===== src/nsb_pkg.sv =====
// Package: opcodes, field widths and constants for the skip/bit/branch executor
package nsb_pkg;
   localparam int PC_W = 13;
   localparam int DA_W = 8;
   localparam int NIB_W = 4;
   localparam int NUM_REGS = 8;
   localparam int NUM_PAIRS = 8;
   localparam logic [NIB_W-1:0] NIB_ZERO = 4'h0;
   localparam logic [NIB_W-1:0] NIB_ONES = 4'hf;
   localparam logic [NIB_W-1:0] NIB_ONE = 4'h1;
   localparam logic [7:0] BYTE_ZERO = 8'h00;
   localparam logic [7:0] BYTE_ONES = 8'hff;
   localparam logic [7:0] BYTE_ONE = 8'h01;
   localparam logic [PC_W-1:0] PC_RESET = 13'h0000;
   localparam logic [PC_W-1:0] PC_ONE = 13'h0001;
   // Register index map inside the 16-entry file: pair k holds regs 2k (low) and 2k+1 (high)
   localparam logic [2:0] REG_A = 3'h0;
   localparam logic [2:0] REG_X = 3'h1;
   localparam logic [2:0] REG_L = 3'h2;
   localparam logic [2:0] REG_H = 3'h3;
   // Pair index: 0..3 main bank, 4..7 alternate bank
   localparam logic [2:0] PAIR_XA = 3'h0;
   localparam logic [2:0] PAIR_HL = 3'h1;
   // Fixed-area and port-area bases for bit addressing modes
   localparam logic [7:0] FMEM_BASE = 8'hb0;
   localparam logic [7:0] PMEM_BASE = 8'hc0;
   localparam logic [7:0] RESET_NIB_SEL = 8'h00;

   typedef enum logic [5:0] {
      OP_NOP = 6'b000000,
      OP_ROTATE_RIGHT_THROUGH_CARRY = 6'b000001,
      OP_ACC_COMPLEMENT = 6'b000010,
      OP_INC_REG = 6'b000011,
      OP_INC_PAIR = 6'b000100,
      OP_INC_MEM_PTR = 6'b000101,
      OP_INC_MEM_DIR = 6'b000110,
      OP_DEC_REG = 6'b000111,
      OP_DEC_PAIR = 6'b001000,
      OP_CMP_REG_IMM = 6'b001001,
      OP_CMP_MEM_IMM = 6'b001010,
      OP_CMP_ACC_MEM = 6'b001011,
      OP_CMP_PAIR_MEM = 6'b001100,
      OP_CMP_ACC_REG = 6'b001101,
      OP_CMP_PAIR_PAIR = 6'b001110,
      OP_CARRY_SET = 6'b001111,
      OP_CARRY_CLEAR = 6'b010000,
      OP_CARRY_INVERT = 6'b010001,
      OP_CARRY_TEST = 6'b010010,
      OP_BIT_FORCE_ONE = 6'b010011,
      OP_BIT_FORCE_ZERO = 6'b010100,
      OP_SKIP_IF_BIT_TRUE = 6'b010101,
      OP_SKIP_IF_BIT_FALSE = 6'b010110,
      OP_TEST_THEN_CLEAR_BIT = 6'b010111,
      OP_CARRY_AND_BIT = 6'b011000,
      OP_CARRY_OR_BIT = 6'b011001,
      OP_CARRY_XOR_BIT = 6'b011010,
      OP_JUMP_ABSOLUTE = 6'b011011,
      OP_JUMP_RELATIVE = 6'b011100,
      OP_JUMP_WITHIN_BLOCK = 6'b011101
   } nsb_op_type;

   typedef enum logic [1:0] {
      BM_DIRECT = 2'b00,
      BM_FIXED = 2'b01,
      BM_PORT_L = 2'b10,
      BM_BANK_H = 2'b11
   } nsb_bitmode_type;

   typedef enum logic [1:0] {
      ST_IDLE = 2'b00,
      ST_READ = 2'b01,
      ST_READ_HI = 2'b10,
      ST_WRITE = 2'b11
   } nsb_state_type;
endpackage


===== src/nsb_bit_addr.sv =====
// Bit-addressing mode resolver: nibble address and bit number
`timescale 1ns/100ps
module nsb_bit_addr
   import nsb_pkg::*;
(
   // Mode and operands
   input  wire nsb_bitmode_type mode,
   input  wire logic [7:0]      mem_imm,
   input  wire logic [1:0]      bit_imm,
   // Pointer registers
   input  wire logic [3:0]      ptr_l,
   input  wire logic [3:0]      ptr_h,
   // Resolved location
   output      logic [7:0]      nib_addr,
   output      logic [1:0]      bit_sel
);
   // Fixed area uses the low nibble of the operand as offset
   wire [7:0] fixed_addr = FMEM_BASE | {4'h0, mem_imm[3:0]};
   // Port area: L high bits pick nibble, low two bits pick bit
   wire [7:0] port_addr = PMEM_BASE | {6'h00, ptr_l[3:2]};
   wire [7:0] bank_addr = {ptr_h, mem_imm[3:0]};

   assign nib_addr = (mode == BM_DIRECT) ? mem_imm :
                     (mode == BM_FIXED)  ? fixed_addr :
                     (mode == BM_PORT_L) ? port_addr : bank_addr;
   assign bit_sel = (mode == BM_PORT_L) ? ptr_l[1:0] : bit_imm;
endmodule // nsb_bit_addr


===== src/nsb_exec.sv =====
// Executor for rotate, skip, compare, carry, memory bit and branch instructions
`timescale 1ns/100ps
module nsb_exec
   import nsb_pkg::*;
(
   // Clock and reset
   input  wire logic            ref_clk,
   input  wire logic            rst,
   // Decoded instruction from fetch
   input  wire logic            instr_valid,
   input  wire nsb_op_type      instr_op,
   input  wire logic [2:0]      instr_reg,
   input  wire logic [2:0]      instr_pair,
   input  wire logic [3:0]      instr_imm4,
   input  wire nsb_bitmode_type instr_bitmode,
   input  wire logic [7:0]      instr_mem,
   input  wire logic [1:0]      instr_bit,
   input  wire logic [12:0]     instr_target,
   input  wire logic [4:0]      instr_rel,
   input  wire logic [1:0]      instr_len,
   output      logic            instr_ready,
   // Data memory
   output      logic            dmem_we,
   output      logic [7:0]      dmem_addr,
   output      logic [3:0]      dmem_wdata,
   input  wire logic [3:0]      dmem_rdata,
   // Architectural state
   output      logic [12:0]     pc,
   output      logic            carry_flag,
   output      logic [3:0]      acc,
   output      logic            skip_pending
);
   logic [3:0]    regs_q [NUM_PAIRS*2];
   logic [12:0]   pc_q;
   logic          cy_q, skip_q;
   nsb_state_type st_q;
   logic [3:0]    lo_q;
   logic [7:0]    addr_q;

   // Pair read helper, used for several operands
   function automatic logic [7:0] pair_rd(input logic [2:0] p, input logic [3:0] r [NUM_PAIRS*2]);
      pair_rd = {r[{p, 1'b1}], r[{p, 1'b0}]};
   endfunction

   wire [7:0] hl = pair_rd(PAIR_HL, regs_q);
   wire [7:0] xa = pair_rd(PAIR_XA, regs_q);
   wire [3:0] reg_v = regs_q[{1'b0, instr_reg}];
   wire [7:0] pair_v = pair_rd(instr_pair, regs_q);
   wire [3:0] reg_inc = reg_v + NIB_ONE;
   wire [3:0] reg_dec = reg_v - NIB_ONE;
   wire [7:0] pair_inc = pair_v + BYTE_ONE;
   wire [7:0] pair_dec = pair_v - BYTE_ONE;
   // pointer forced even for byte compare
   wire [7:0] hl_even = {hl[7:1], 1'b0};

   logic [7:0] bit_nib;
   logic [1:0] bit_sel;
   nsb_bit_addr u_bit_addr (
      .mode     (instr_bitmode),
      .mem_imm  (instr_mem),
      .bit_imm  (instr_bit),
      .ptr_l    (regs_q[REG_L]),
      .ptr_h    (regs_q[REG_H]),
      .nib_addr (bit_nib),
      .bit_sel  (bit_sel)
   );

   wire is_bit_op = (instr_op >= OP_BIT_FORCE_ONE) && (instr_op <= OP_CARRY_XOR_BIT);
   wire is_mem_op = is_bit_op || (instr_op == OP_INC_MEM_PTR) || (instr_op == OP_INC_MEM_DIR) ||
                    (instr_op == OP_CMP_MEM_IMM) || (instr_op == OP_CMP_ACC_MEM) ||
                    (instr_op == OP_CMP_PAIR_MEM);
   wire [7:0] mem_addr_sel = is_bit_op ? bit_nib :
                             (instr_op == OP_INC_MEM_DIR) ? instr_mem :
                             (instr_op == OP_CMP_PAIR_MEM) ? hl_even : hl;
   wire       mem_bit = dmem_rdata[bit_sel];
   wire [3:0] bit_mask = NIB_ONE << bit_sel;
   wire       take = instr_valid && (st_q == ST_IDLE);
   wire       exec = take && !skip_q;
   wire       mem_start = exec && is_mem_op;
   wire       last_mem = (st_q == ST_READ && instr_op != OP_CMP_PAIR_MEM) || (st_q == ST_READ_HI);
   wire [12:0] pc_seq = pc_q + {11'h000, instr_len};
   // Five signed bits reach +16 only when the offset counts from the next word
   // full counter relative
   wire [12:0] pc_rel = pc_q + PC_ONE + {{8{instr_rel[4]}}, instr_rel};
   wire [12:0] pc_blk = {pc_seq[12], instr_target[11:0]};

   assign instr_ready = (st_q == ST_IDLE) ? !mem_start : last_mem;
   assign pc = pc_q;
   assign carry_flag = cy_q;
   assign acc = regs_q[REG_A];
   assign skip_pending = skip_q;
   assign dmem_addr = (st_q == ST_IDLE) ? mem_addr_sel : addr_q;
   // Memory result and skip decision at the last memory cycle
   logic       mem_we_c, mem_skip_c, mem_cy_c;
   logic [3:0] mem_wd_c;
   always_comb begin
      mem_we_c = 1'b0;
      mem_wd_c = dmem_rdata;
      mem_skip_c = 1'b0;
      mem_cy_c = cy_q;
      case (instr_op)
         OP_INC_MEM_PTR, OP_INC_MEM_DIR: begin
            mem_we_c = 1'b1;
            mem_wd_c = dmem_rdata + NIB_ONE;
            mem_skip_c = (mem_wd_c == NIB_ZERO);
         end
         OP_CMP_MEM_IMM: mem_skip_c = (dmem_rdata == instr_imm4);
         OP_CMP_ACC_MEM: mem_skip_c = (dmem_rdata == regs_q[REG_A]);
         OP_CMP_PAIR_MEM: mem_skip_c = (lo_q == regs_q[REG_A]) && (dmem_rdata == regs_q[REG_X]);
         OP_BIT_FORCE_ONE: begin
            mem_we_c = 1'b1;
            mem_wd_c = dmem_rdata | bit_mask;
         end
         OP_BIT_FORCE_ZERO: begin
            mem_we_c = 1'b1;
            mem_wd_c = dmem_rdata & ~bit_mask;
         end
         OP_SKIP_IF_BIT_TRUE: mem_skip_c = mem_bit;
         OP_SKIP_IF_BIT_FALSE: mem_skip_c = !mem_bit;
         OP_TEST_THEN_CLEAR_BIT: begin
            mem_skip_c = mem_bit;
            mem_we_c = mem_bit;
            mem_wd_c = dmem_rdata & ~bit_mask;
         end
         OP_CARRY_AND_BIT: mem_cy_c = cy_q & mem_bit;
         OP_CARRY_OR_BIT: mem_cy_c = cy_q | mem_bit;
         OP_CARRY_XOR_BIT: mem_cy_c = cy_q ^ mem_bit;
         default: mem_skip_c = 1'b0;
      endcase
   end

   assign dmem_we = (st_q == ST_WRITE);
   assign dmem_wdata = lo_q;
   // Register-only result, carry and skip in the issue cycle
   logic        rg_we_c, pr_we_c, rg_skip_c, rg_cy_c;
   logic [3:0]  rg_wd_c;
   logic [7:0]  pr_wd_c;
   logic [12:0] pc_c;
   always_comb begin
      rg_we_c = 1'b0;
      rg_wd_c = reg_v;
      pr_we_c = 1'b0;
      pr_wd_c = pair_v;
      rg_skip_c = 1'b0;
      rg_cy_c = cy_q;
      pc_c = pc_seq;
      case (instr_op)
         OP_ROTATE_RIGHT_THROUGH_CARRY: begin
            rg_cy_c = regs_q[REG_A][0];
            rg_we_c = 1'b1;
            rg_wd_c = {cy_q, regs_q[REG_A][3:1]};
         end
         OP_ACC_COMPLEMENT: begin
            rg_we_c = 1'b1;
            rg_wd_c = ~regs_q[REG_A];
         end
         OP_INC_REG: begin
            rg_we_c = 1'b1;
            rg_wd_c = reg_inc;
            rg_skip_c = (reg_inc == NIB_ZERO);
         end
         OP_INC_PAIR: begin
            pr_we_c = 1'b1;
            pr_wd_c = pair_inc;
            rg_skip_c = (pair_inc == BYTE_ZERO);
         end
         OP_DEC_REG: begin
            rg_we_c = 1'b1;
            rg_wd_c = reg_dec;
            rg_skip_c = (reg_dec == NIB_ONES);
         end
         OP_DEC_PAIR: begin
            pr_we_c = 1'b1;
            pr_wd_c = pair_dec;
            rg_skip_c = (pair_dec == BYTE_ONES);
         end
         OP_CMP_REG_IMM: rg_skip_c = (reg_v == instr_imm4);
         OP_CMP_ACC_REG: rg_skip_c = (regs_q[REG_A] == reg_v);
         OP_CMP_PAIR_PAIR: rg_skip_c = (xa == pair_v);
         OP_CARRY_SET: rg_cy_c = 1'b1;
         OP_CARRY_CLEAR: rg_cy_c = 1'b0;
         OP_CARRY_INVERT: rg_cy_c = ~cy_q;
         OP_CARRY_TEST: rg_skip_c = cy_q;
         OP_JUMP_ABSOLUTE: pc_c = instr_target;
         OP_JUMP_RELATIVE: pc_c = pc_rel;
         OP_JUMP_WITHIN_BLOCK: pc_c = pc_blk;
         default: rg_skip_c = 1'b0;
      endcase
   end

   // Rotate and complement target A; others target the named register
   wire [2:0] rg_idx = ((instr_op == OP_ROTATE_RIGHT_THROUGH_CARRY) || (instr_op == OP_ACC_COMPLEMENT)) ?
                       REG_A : instr_reg;

   always_ff @(posedge ref_clk) begin
      if (rst) begin
         st_q <= ST_IDLE;
         pc_q <= PC_RESET;
         cy_q <= 1'b0;
         skip_q <= 1'b0;
         lo_q <= NIB_ZERO;
         addr_q <= RESET_NIB_SEL;
      end else begin
         case (st_q)
            ST_IDLE: begin
               if (take && skip_q) begin
                  pc_q <= pc_seq;
                  skip_q <= 1'b0;
               end else if (mem_start) begin
                  st_q <= ST_READ;
                  addr_q <= mem_addr_sel;
               end else if (exec) begin
                  pc_q <= pc_c;
                  cy_q <= rg_cy_c;
                  skip_q <= rg_skip_c;
               end
            end
            ST_READ: begin
               if (instr_op == OP_CMP_PAIR_MEM) begin
                  lo_q <= dmem_rdata;
                  addr_q <= addr_q + BYTE_ONE;
                  st_q <= ST_READ_HI;
               end else begin
                  pc_q <= pc_seq;
                  cy_q <= mem_cy_c;
                  skip_q <= mem_skip_c;
                  lo_q <= mem_wd_c;
                  st_q <= mem_we_c ? ST_WRITE : ST_IDLE;
               end
            end
            ST_READ_HI: begin
               pc_q <= pc_seq;
               skip_q <= mem_skip_c;
               st_q <= ST_IDLE;
            end
            default: st_q <= ST_IDLE;
         endcase
      end
   end

   // Register file, one write port
   for (genvar gi = 0; gi < NUM_PAIRS*2; gi++) begin : g_regs
      always_ff @(posedge ref_clk) begin
         if (rst) begin
            regs_q[gi] <= NIB_ZERO;
         end else if (exec && !is_mem_op && rg_we_c && (gi == {1'b0, rg_idx})) begin
            regs_q[gi] <= rg_wd_c;
         end else if (exec && !is_mem_op && pr_we_c && ((gi >> 1) == instr_pair)) begin
            regs_q[gi] <= (gi % 2 == 1) ? pr_wd_c[7:4] : pr_wd_c[3:0];
         end
      end
   end
endmodule // nsb_exec


===== config.mk =====
export PLATFORM = sky130hd
export DESIGN_NAME = nsb_exec
export DESIGN_NICKNAME = d
export VERILOG_FILES = /design/src/nsb_pkg.sv /design/src/nsb_bit_addr.sv /design/src/nsb_exec.sv
export SDC_FILE = /design/constraint.sdc
export NUM_CORES = 1
export LEC_CHECK = 0
export BUFFER_PORTS_ARGS = -buffer_cell sky130_fd_sc_hd__buf_2
export CORE_UTILIZATION = 61
export CTS_CLUSTER_SIZE = 8
export DETAILED_ROUTE_END_ITERATION = 8
export GPL_TIMING_DRIVEN = 1
export PLACE_DENSITY = 0.82
export SLEW_MARGIN = 10
export SYNTH_ARGS = -nofsm -noshare
export SYNTH_HDL_FRONTEND = slang
export SYNTH_SLANG_ARGS = --single-unit

===== constraint.sdc =====
create_clock -name ref_clk -period 3.8 [get_ports ref_clk]
set_input_delay 0.19 -clock ref_clk [delete_from_list [all_inputs] [get_ports ref_clk]]
set_output_delay 0.19 -clock ref_clk [all_outputs]
set_load 0.01 [all_outputs]

Word level (Yosys, flattened, before mapping). Cells that the tools add are included.

Logic and storage cells: 254. Bits in registers: 93. Bits of input ports: 55. Output and inout port bits: 33.

Equality and inequality tests: 68. Bitwise logic cells: 11. $lt $le $gt $ge: 6. Add/sub/neg operators: 9. Reductions and logical operators: 64. Shift operators: 1. Muxes and demuxes: 73.

Operator list (count): 2-to-1 mux 4 bit (23); == test 6 x 5 -> 1 bit (second input constant) (14); one-hot mux 13 bit (3 select lines) (2); 2-to-1 mux 8 bit (9); 2-to-1 mux 13 bit (4); binary-select mux 4 bit (select 4 bit) (3); == test 6 x 4 -> 1 bit (second input constant) (8); one-hot mux 8 bit (2 select lines) (2); logical AND 1 bit (26); == test 3 bit (first input constant) (8); == test 4 bit (6); == test 6 x 3 -> 1 bit (second input constant) (4); nonzero test 2 bit (9); adder 8 x 1 -> 8 bit (second input constant) (2); one-hot mux 4 bit (4 select lines) (1); greater-or-equal comparator 5 bit (second input constant) (3); adder 13 x 1 -> 13 bit (second input constant) (1); adder 13 bit (1); adder 13 x 2 -> 13 bit (1); 2-to-1 mux 1 bit (13); == test 2 x 3 -> 1 bit (first input constant) (4); == test 6 x 2 -> 1 bit (second input constant) (2); one-hot mux 4 bit (3 select lines) (1); 2-to-1 mux 2 bit (5); other kinds (49) (80).

Logic depth before layout (Yosys ltp). Gate-level depths: netlist of run 1.

Word-level depth: 13. Depth in mapped cells: 15. Depth with buffers taken out: 13.

Modules after synthesis. A second synthesis of run 1 with hierarchy kept.

Cell total of the unflattened synthesis: 1043. Area, all modules: 8085.3 um2.

By module, submodules not included: nsb_exec (cells an instance 1023, sequential area each 1861.8 um2, times used 1, area an instance 7926.4 um2); nsb_bit_addr (cells an instance 20, sequential area each 0.0 um2, times used 1, area an instance 158.9 um2).

Worst setup path after synthesis of run 1. OpenSTA, ideal clock, no wires.

Path kind: in2reg. Start point: input port instr_pair[1]. End point: register regs_q, in the netlist hl[6]. Cell stages on the path: 15. Required time: 3668 ps. Setup slack: 474 ps. Path buffers: 2. Arrival: 3194 ps. Cells stage by stage: buf_2 buf_2 nand2b_1 o22ai_1 a22oi_1 nand2_1 inv_1 ha_1 nand2b_2 or2_2 or4_1 a21oi_1 a211oi_2 a22oi_1 a21oi_1.

Longest elaborated chain between the ends: 8. Elaborated cells on any way between the ends: 16.

RTL lines: start, declared (line nsb_exec.sv:13) `input wire logic [2:0] instr_pair,`; inverter 4 -> 5 bit (implied by the code) (line nsb_exec.sv:42) `pair_rd = {r[{p, 1'b1}], r[{p, 1'b0}]};`; binary-select mux 4 bit (select 4 bit) (line nsb_exec.sv:42); 2-to-1 mux 4 bit (implied by the code) (2 in series) (line nsb_exec.sv:42); subtractor 8 x 1 -> 8 bit or adder 8 x 1 -> 8 bit (tied branches) (line nsb_exec.sv:52, nsb_exec.sv:51); one-hot mux 8 bit (2 select lines) (line nsb_exec.sv:147) `case (instr_op)`; 2-to-1 mux 4 bit (line nsb_exec.sv:248) `end else if (exec && !is_mem_op && pr_we_c && ((gi >> 1) == instr_pair)) begin`; 2-to-1 mux 4 bit (line nsb_exec.sv:246) `end else if (exec && !is_mem_op && rg_we_c && (gi == {1'b0, rg_idx})) begin`; end signal, assigned by index (line nsb_exec.sv:247) `regs_q[gi] <= rg_wd_c;`; end signal, assigned by index (line nsb_exec.sv:249) `regs_q[gi] <= (gi % 2 == 1) ? pr_wd_c[7:4] : pr_wd_c[3:0];`; end, declared (line nsb_exec.sv:33) `logic [3:0] regs_q [NUM_PAIRS*2];`.

Parallel ways exist; a longest one is shown, timed or not. The select of a mux whose other input is x is not followed. A chain may end at the register's enable or synchronous reset.

Worst setup path after layout of run 1.
Start point: register regs_q[36] in the netlist's numbering. End point: register regs_q[58] in the netlist's numbering.

Longest elaborated chain between the ends: 7. Elaborated cells on any way between the ends: 17.

RTL lines (line): binary-select mux 4 bit (select 4 bit) (nsb_exec.sv:42); 2-to-1 mux 4 bit (implied by the code) (2 in series) (nsb_exec.sv:42); subtractor 8 x 1 -> 8 bit or adder 8 x 1 -> 8 bit (tied branches) (nsb_exec.sv:52, nsb_exec.sv:51); one-hot mux 8 bit (2 select lines) (nsb_exec.sv:147); 2-to-1 mux 4 bit (nsb_exec.sv:248); 2-to-1 mux 4 bit (*) (nsb_exec.sv:246).

Mark *: on every way between the ends. The rest lies on a longest branch, timed or not. The select of a mux whose other input is x is not followed.

==> reports/results.ini, run 1 <==
[sta]
tightest_slew_ns = 1.026
post-route-period-util_pct = 87.57
setup_slack_ns = 0.4722
finalSetupTns_ns = 0
holdWs_ns = 0.1721
hold_violations = 0
clock_skew_ns = 0.005538
post-route-min-period_ns = 3.328
rsz0062_at_grt = no
slew_headroom_pct = 30.97
slew_viol_final = 0
fmax_mhz = 300.5
setup_viol = 0

[grt]
grt_max_degree = 54
overflow = 0
antenna_found_initial = 0
grt_pass1_wl_mm = 37.52
grtUsageTotal_pct = 35.84
grt_pass1_vias = 7425

[place]
dp_hpwl_mm = 17.64
io_buffers = 87
gp_congestion = 1.001
place_ws_ns = 0.3067

[yosys]
synth_edf_count = 0
synthesis.area_um2 = 8055
synth-main-ff-cell = dfxtp_1
async_flop_share_pct = 0
yosys.cell_types.count = 88
ys_ff_latch = 93
ys_seq_area_share_pct = 23.11
syn_inst = 1024
syn_area_per_cell_um2 = 7.866
syn-num-nets = 1112
yosysWarnings = 0

[floorplan]
rows = 41
die_h_um = 116.9
core_region_area_um2 = 12720
dieArea_um2 = 13670
start_util_pct = 63.32
die_x_um = 116.9
num_io_pins = 88

[power]
p_per_area_nw_per_um2 = 275.4
fin_total_pwr_uw = 2478
vdd_ir_drop_max_v = 0.0003876
leakage_uw = 0.003578

[route]
via_count = 8338
routedWlPerCell_um = 18.99
drt_wl_total_mm = 24.18
vias_per_cell = 6.550
dr.pass1.iters = 6
drc = 0
ant_nets = 0
first_iter_violations = 1045

[min_path]
min_path_type = input port to register

[layout]
n_antenna_cell = 0
fill_cells = 1071
syn_to_final_growth_pct = 11.68
finalNetCount = 1184
drive_above_1_share_pct = 18.07

[setup_path]
cp-start-kind = register
cp-end-kind = register
worstPathMaxFanout = 8
path_class = register to register
worst-endpoint-required_ns = 4.02
r2r_slack_ns = 0.47
worstPathArrival_ns = 3.55

[clocking]
path_clk_slew_ns = 0.07
cts_made_buffers = 9
cts_tree = yes
cts_buffer_depth = 2
cts-resized-gates = 0
h-tree-depth = 3
clock_latency_ns = 0.36
cts_sinks = 93
cts_hold_buf = 0
post-cts-setup-buffers = 0
cts_root_buffer = clkbuf_16

[run_status]
status = finished, final reports clean

[flow_run]
cap_violations = 0

cells in the final DEF, fill, tap and decap left out, drive strengths merged, types with 5 or more instances in the layout:
master	count
a22oi	40
nor4	9
o22ai	9
and3	5
nand2	111
clkbuf	11
nor3	42
ha	31
a221oi	5
xnor2	33
buf	126
or3	9
a31oi	9
nand2b	13
or2	6
a211oi	9
inv	34
dfxtp	93
nand3b	5
xor2	17
nor2	111
nor2b	15
nor3b	7
a21oi	84
o211ai	6
mux4	23
and2	9
mux2	11
nand4	11
o21ai	54
o221ai	5
mux2i	51
o21a	5
nand3	29
routing by layer:
layer,track usage [%],vias up,wire [um]
met4,20.00,0,1137
met2,57.51,423,11150
met3,7.364,105,1896
li1,-,3928,-
met5,0,-,0
met1,45.11,3882,9999
state kept, by name, summed over array words and instances (netlist names):
register      cells
acc               4
addr_q            8
carry_flag        1
dmem_wdata        4
hl                8
pc               13
regs_q           52
skip_pending      1
st_q              2
power breakdown:
group	switching [uW]	leakage (uW)	internal [uW]
clock network	423	0.000134	470
logic	347	0.00269	221
registers	23.6	0.000750	993
total	794	0.00358	1680
layout make-up:
class | instances | area (um^2) | area share, %
clock buffer | 11 | 242.7 | 2.698
clock inverter | 5 | 43.79 | 0.4868
inverter | 32 | 120.1 | 1.335
multi-input combinational | 834 | 5784 | 64.30
sequential | 93 | 1862 | 20.70
tap | 172 | 215.2 | 2.392
timing repair buffer | 126 | 728.2 | 8.095
cells in the mapped netlist, types with 4 or more instances:
library cell | count | area (um^2)
a22oi_1 | 40 | 300.3
nand3_1 | 29 | 145.1
and3_1 | 5 | 31.28
a31oi_1 | 9 | 56.30
a221oi_1 | 5 | 43.79
or3_1 | 9 | 56.30
o211ai_1 | 6 | 45.04
mux4_2 | 15 | 337.8
inv_1 | 30 | 112.6
nand3b_1 | 5 | 37.54
clkbuf_1 | 47 | 176.4
nor2b_1 | 15 | 93.84
ha_1 | 31 | 387.9
and2_1 | 9 | 56.30
mux2i_1 | 47 | 470.5
xnor2_1 | 33 | 289.0
nand2b_1 | 12 | 75.07
nand4_1 | 9 | 56.30
or2_2 | 6 | 37.54
nor2_1 | 108 | 405.4
o21ai_0 | 51 | 255.2
a211oi_1 | 8 | 60.06
dfxtp_1 | 93 | 1862
a21oi_1 | 84 | 420.4
and4_1 | 4 | 35.03
mux4_1 | 8 | 210.2
nor3_1 | 40 | 200.2
o22ai_1 | 9 | 56.30
nor3b_1 | 6 | 45.04
mux2_2 | 10 | 112.6
buf_4 | 4 | 30.03
xor2_1 | 17 | 148.9
nand2_1 | 109 | 409.1
nor4_1 | 9 | 56.30
o32ai_1 | 4 | 35.03
o21a_1 | 5 | 37.54
buf_2 | 9 | 45.04
o221ai_1 | 4 | 35.03
per-stage QoR:
step | utilization [%] | cells | instance area [um^2]
2_1_floorplan | - | 1024 | 8055
3_3_place_gp | 68.46 | 1257 | 8710
3_5_place_dp | 68.46 | 1257 | 8710
4_1_cts | 70.71 | 1273 | 8996
5_1_grt | 70.71 | 1273 | 8996
6_report | 70.71 | 1273 | 8996
logic make-up after synthesis:
| kind of cell | after synthesis | share of synthesized area [%] |
|---|---|---|
| flip-flops | 93 | 23.11 |
| buffers and inverters | 97 | 5.079 |
| multiplexers | 85 | 15.13 |
| AND/OR/NAND/NOR | 395 | 23.89 |
| XOR/XNOR | 50 | 5.436 |
| AO/OA/AOI/OAI | 271 | 22.04 |
| adder cells (fa/ha/maj) | 33 | 5.312 |
critical path, cell delays in order, from the launching register on:
cell and delay [ns]:
dfxtp_1 0.40, mux2_2 0.21, o22ai_1 0.09, a22oi_1 0.42
nand2_1 0.14, inv_1 0.12, ha_1 0.22, nand2b_2 0.11
or2_2 0.36, or4_1 0.51, a21oi_1 0.18, a211oi_2 0.12
a22oi_1 0.21, a21oi_1 0.10
worst paths after layout:
kind / depth (start not counted) / to / startpoint
worst max-delay path: 13 / regs_q[58] / regs_q[36]
worst min-delay path: 3 / pc[7] / instr_target[7]
worst max register to register: 13 / regs_q[58] / regs_q[36]
worst min register to register: 2 / regs_q[5] / regs_q[5]
Note: power is estimated with default switching activity, not from simulation.
==> run 2: changes to the inputs <==
--- a/config.mk
+++ b/config.mk
@@ -11,6 +11,7 @@
 export DETAILED_ROUTE_END_ITERATION = 8
 export GPL_TIMING_DRIVEN = 1
 export PLACE_DENSITY = 0.82
+export REMOVE_ABC_BUFFERS = 1
 export SLEW_MARGIN = 10
 export SYNTH_ARGS = -nofsm -noshare
 export SYNTH_HDL_FRONTEND = slang
==> run 2 against run 1 <==
Net effect:
- total power increased by 4.9%
- sequential share of layout area about the same
- flip-flop and latch count unchanged
- wire length increased by 1.6%
- core utilization increased by 0.17 points
- worst hold slack improved by 0.010 ns
- clock skew increased by 0.0037 ns
- clock power increased by 14%
- critical path depth increased by 1
- first-iteration DRC count decreased by 6.6%
==> reports/results.ini, run 2 (synthesized netlist as in run 1, its figures left out) <==
[run_status]
status = finished, final reports clean

[grt]
grt_pass1_vias = 7479  ; +0.73%
grtUsageTotal_pct = 37.08  ; +1.2 points
antenna_found_initial = 1  ; +1
grt_max_degree = 44  ; -19%
grt_pass1_wl_mm = 38.88  ; +3.6%
overflow = 0  ; unchanged

[route]
drt_wl_total_mm = 24.57  ; +1.6%
top_layer = met4
vias_per_cell = 6.631  ; +1.2%
routedWlPerCell_um = 19.32  ; +1.7%
ant_nets = 0  ; unchanged
met3_wirelength_mm = 2.474  ; +30%
drc = 0  ; unchanged
first_iter_violations = 976  ; -6.6%
wl_met2_mm = 10.92  ; -2.0%
via_count = 8435  ; +1.2%
dr.pass1.iters = 6  ; unchanged
drt-met1-wl_mm = 10.30  ; +3.0%

[sta]
rsz0062_at_grt = no
setup_viol = 0  ; unchanged
tightest_slew_ns = 1.121  ; +0.09505 ns
post-route-period-util_pct = 89.09  ; +1.5 points
slew_headroom_pct = 24.73  ; -6.2 points
fmax_mhz = 295.4  ; -1.7%
clock_skew_ns = 0.009269  ; +0.003731 ns
slew_viol_final = 0  ; unchanged
hold_violations = 0  ; unchanged
finalSetupTns_ns = 0  ; unchanged
post-route-min-period_ns = 3.385  ; +0.05761 ns

[place]
dp_hpwl_mm = 17.89  ; +1.4%
gp_congestion = 0.9972  ; -0.33%
io_buffers = 87  ; unchanged

[clocking]
h-tree-depth = 3  ; unchanged
cts_hold_buf = 0  ; unchanged
cts_made_buffers = 9  ; unchanged
post-cts-setup-buffers = 0  ; unchanged
clock_latency_ns = 0.36  ; about the same
cts_buffer_depth = 2  ; unchanged
cts_root_buffer = clkbuf_16
cts_sinks = 93  ; unchanged
cts_tree = yes
path_clk_slew_ns = 0.07  ; about the same
cts-resized-gates = 0  ; unchanged

[setup_path]
crit_family = simple AND/OR/NAND/NOR gates
rr_worst_depth = 14  ; +1
worstPathBufferInverterCount = 2  ; +1
cp_cell_sequence = mux2_2 -> o22ai_1 -> a22oi_1 -> nand2_1 -> inv_1 -> ha_1 -> nand2b_2 -> or2_2 -> or4_1 -> a21oi_1 -> a211oi_2 -> buf_4 -> a22oi_1 -> a21oi_1
worstPathMaxFanout = 8  ; unchanged
slowest_stage = or4_1
worst-endpoint-required_ns = 4.04  ; +0.02 ns
r2r_slack_ns = 0.41  ; -0.06 ns
worstPathArrival_ns = 3.62  ; +0.07 ns
critPathMaxStageDelay_ns = 0.51  ; about the same
r2r_end = regs_q[58]
cp-end-kind = register
cp-start-kind = register
r2r_start = regs_q[12]
path_class = register to register

[floorplan]
rows = 41  ; unchanged
dieArea_um2 = 13670  ; unchanged
die_x_um = 116.9  ; unchanged
start_util_pct = 63.32  ; unchanged
num_io_pins = 88  ; unchanged
core_region_area_um2 = 12720  ; unchanged
die_h_um = 116.9  ; unchanged

[min_path]
min_path_type = input port to register
min_delay_path_depth = 3  ; unchanged
hold_end = pc[11]
hold_path.startpoint = instr_target[11]

[power]
leakage_uw = 0.003594  ; +0.45%
fin_total_pwr_uw = 2600  ; +4.9%
p_per_area_nw_per_um2 = 288.4  ; +4.7%
vdd_ir_drop_max_v = 0.0002864  ; -26%

[layout]
regMostFlops = regs_q
syn_to_final_growth_pct = 11.94
final_common_cell = nand2_1
finalNetCount = 1182  ; -0.17%
final_cell_mix = nand2_1 (109), nor2_1 (108), dfxtp_1 (93)
final_util_pct = 70.88  ; +0.17 points
largest_reg_flops = 52  ; unchanged
drive_above_1_share_pct = 17.93  ; -0.15 points

[flow_run]
cap_violations = 0  ; unchanged

==> run 2: report_power, final <==
part	total [uW]	switching (uW)	internal (uW)
logic	568	350	218
clock network	1020	431	584
registers	1020	24.1	993
==> run 2: worst register-to-register path, stage by stage (launching register included) <==
cell and delay [ns]:
dfxtp_1 0.36, mux2_2 0.16, o22ai_1 0.07, a22oi_1 0.49, nand2_1 0.16, inv_1 0.13
ha_1 0.23, nand2b_2 0.10, or2_2 0.35, or4_1 0.51, a21oi_1 0.19, a211oi_2 0.05
buf_4 0.19, a22oi_1 0.18, a21oi_1 0.10
==> run 2: final cells by class <==
type	count	area, um^2
inverter	32	120.1
antenna	1	2.502
clock buffer	10	229.0
fill	1121	3705
sequential	93	1862
tap	172	215.2
multi-input combinational	834	5784
clock inverter	6	91.34
timing repair buffer	124	713.2
==> run 2: metal layers <==
metal | track usage (%) | up-vias
li1 | - | 3920
met1 | 49.65 | 3938
met2 | 56.92 | 493
met3 | 8.393 | 84
met4 | 17.22 | 0
met5 | 0 | -
==> run 2: per-stage QoR <==
stage	cell area, um^2	std cells	setup WS [ns]	hold WS [ns]
final	9017	1272	0.4145	0.1823
after floorplan	7766	959	0.7631	0.2591
after global routing	9017	1272	0.2086	0.1877
after CTS	9015	1271	0.4266	0.1706
after global placement	8695	1255	0.4549	0.4444
after detailed placement	8695	1255	0.3118	0.4546
==> run 2: worst max-delay path by stage <==
stage / from / endpoint / slack [ns] / depth (start not counted)
2_1_floorplan: hl[0] / hl[6] / 0.76 / 13
3_3_place_gp: instr_pair[0] / hl[6] / 0.45 / 14
3_5_place_dp: instr_pair[0] / hl[6] / 0.31 / 14
4_1_cts: regs_q[12] / regs_q[58] / 0.43 / 14
5_1_grt: regs_q[12] / regs_q[58] / 0.21 / 14
6_report: regs_q[12] / regs_q[58] / 0.41 / 14
==> run 3: changes to the inputs <==
--- a/config.mk
+++ b/config.mk
@@ -10,9 +10,11 @@
 export CTS_CLUSTER_SIZE = 8
 export DETAILED_ROUTE_END_ITERATION = 8
 export GPL_TIMING_DRIVEN = 1
+export MAX_ROUTING_LAYER = met4
 export PLACE_DENSITY = 0.82
 export REMOVE_ABC_BUFFERS = 1
 export SLEW_MARGIN = 10
 export SYNTH_ARGS = -nofsm -noshare
 export SYNTH_HDL_FRONTEND = slang
 export SYNTH_SLANG_ARGS = --single-unit
+export TNS_END_PERCENT = 5
==> run 3 against run 2 <==
Net effect:
- clock skew is 0.0014 ns higher
- via count is 0.65% higher
- design area hardly changed
- fmax is 4.2% lower
- final cell count stayed put
- sequential share of layout area hardly changed
- setup slack worse by 0.15 ns
- worst hold slack worse by 0.00076 ns
- register-to-register slack worse by 0.15 ns
==> reports/results.ini, run 3 (synthesized netlist as in run 1, its figures left out) <==
[floorplan]
dieArea_um2 = 13670  ; unchanged
num_io_pins = 88  ; unchanged
die_x_um = 116.9  ; unchanged
start_util_pct = 63.32  ; unchanged
die_h_um = 116.9  ; unchanged
rows = 41  ; unchanged
core_region_area_um2 = 12720  ; unchanged

[setup_path]
worst-endpoint-required_ns = 4.01  ; -0.03 ns
startpoint = acc[1]
r2r_start = acc[1]
cp-start-kind = register
worstPathMaxFanout = 10  ; +2
path_class = register to register
worstPathArrival_ns = 3.74  ; +0.12 ns
cp-end-kind = register

[clocking]
h-tree-depth = 3  ; unchanged
post-cts-setup-buffers = 0  ; unchanged
cts_hold_buf = 0  ; unchanged
clock_latency_ns = 0.36  ; about the same
cts_sinks = 93  ; unchanged
cts_buffer_depth = 2  ; unchanged
cts_made_buffers = 9  ; unchanged
cts_root_buffer = clkbuf_16
cts-resized-gates = 0  ; unchanged
path_clk_slew_ns = 0.07  ; about the same
cts_tree = yes

[power]
vdd_ir_drop_max_v = 0.0003015  ; +5.3%
p_per_area_nw_per_um2 = 283.8  ; -1.6%
leakage_uw = 0.003591  ; about the same

[layout]
drive_above_1_share_pct = 18.09  ; +0.17 points
fill_cells = 1079  ; -3.7%
final_common_cell = nand2_1
multiInputGateArea_um2 = 5784  ; unchanged
regMostFlops = regs_q
seq_area_um2 = 1862  ; unchanged
largest_reg_flops = 52  ; unchanged
n_antenna_cell = 0  ; -1
syn_to_final_growth_pct = 11.90  ; about the same
finalNetCount = 1183  ; +0.085%
final_cell_mix = nand2_1 (109), nor2_1 (108), dfxtp_1 (93)

[route]
via_count = 8490  ; +0.65%
ant_nets = 0  ; unchanged
drt_wl_total_mm = 24.72  ; +0.58%
dr.pass1.iters = 5  ; -1
first_iter_violations = 1090  ; +12%
routedWlPerCell_um = 19.43  ; +0.58%
drc = 0  ; unchanged
vias_per_cell = 6.675  ; +0.65%

[min_path]
hold_path.startpoint = instr_target[11]
min_path_type = input port to register

[grt]
use_met3_pct = 9.887  ; +1.5 points
met2_usage_pct = 57.91  ; +0.99 points
antenna_found_initial = 0  ; -1
grt_util_met1_pct = 48.42  ; -1.2 points
grt_max_degree = 38  ; -14%
top_usage_layer = met2
grtUsageTotal_pct = 38.03  ; +0.95 points
grt_pass1_vias = 7618  ; +1.9%
grt_pass1_wl_mm = 39.02  ; +0.35%
overflow = 0  ; unchanged

[sta]
slew_headroom_pct = 31.89  ; +7.2 points
holdWs_ns = 0.1815  ; -0.0007610 ns
hold_violations = 0  ; unchanged
slew_viol_final = 0  ; unchanged
finalSetupTns_ns = 0  ; unchanged
setup_viol = 0  ; unchanged
tightest_slew_ns = 1.012  ; -0.1087 ns
post-route-period-util_pct = 92.97  ; +3.9 points
fmax_mhz = 283.1  ; -4.2%
post-route-min-period_ns = 3.533  ; +0.1474 ns
rsz0062_at_grt = no
clock_skew_ns = 0.01065  ; +0.001379 ns

[place]
gp_congestion = 1.043  ; +4.6%
dp_hpwl_mm = 18.08  ; +1.1%
io_buffers = 87  ; unchanged

[run_status]
status = finished, final reports clean

[flow_run]
cap_violations = 0  ; unchanged

-- run 3: changes by cell type in the layout (fill, tap and decap cells not counted), sizes merged --
cell      change
inv           +2
buf           +1
bufinv        -1
clkbuf        -1
clkinv        -1
clkinvlp      +1
diode         -1
-- run 3: path summary, 6_finish.rpt --
check / endpoint / slack (ns) / cells after the start
min: pc[11] / 0.18 / 3
max reg2reg: hl[6] / 0.27 / 13
max: hl[6] / 0.27 / 13
min reg2reg: regs_q[0] / 0.47 / 2
-- run 3: through the flow --
stage	worst slack, ns	utilization [%]	power, uW	instances	area (um^2)
after floorplan	0.7631	-	1381	959	7766
after global placement	0.4571	68.40	1592	1256	8702
after detailed placement	0.3243	68.40	1601	1256	8702
after CTS	0.3455	70.85	2555	1272	9014
after global routing	0.1641	70.85	2666	1272	9014
final	0.2671	70.85	2558	1272	9014
-- run 3: area by class of cell --
cell class / count / share of cell area, %
Clock buffer: 9 / 2.499
Clock inverter: 7 / 0.9578
Inverter: 32 / 1.333
Multi-Input combinational cell: 834 / 64.17
Sequential cell: 93 / 20.66
Tap cell: 172 / 2.388
Timing Repair Buffer: 125 / 7.996
-- run 3: critical path, stage by stage (launching register included) --
cell and delay, ns:
dfxtp_1 0.62, mux4_1 0.31, nand2_1 0.05, and2_1 0.25
inv_2 0.20, ha_1 0.26, nand2b_2 0.11, or2_2 0.35
or4_1 0.50, a21oi_1 0.19, a211oi_2 0.05, buf_4 0.18
a22oi_1 0.19, a21oi_1 0.11
-- run 3: power breakdown --
group          total [uW]  switching [uW]  internal (uW)
combinational         575             352            223
sequential           1020            24.7            993
clock                 965             439            527
-- run 3: layer usage --
layer | wire length [um] | part of all wire (%)
met4 | 605 | 2.4
met5 | 0 | 0
met3 | 2648 | 11
met2 | 11210 | 45
met1 | 10250 | 41
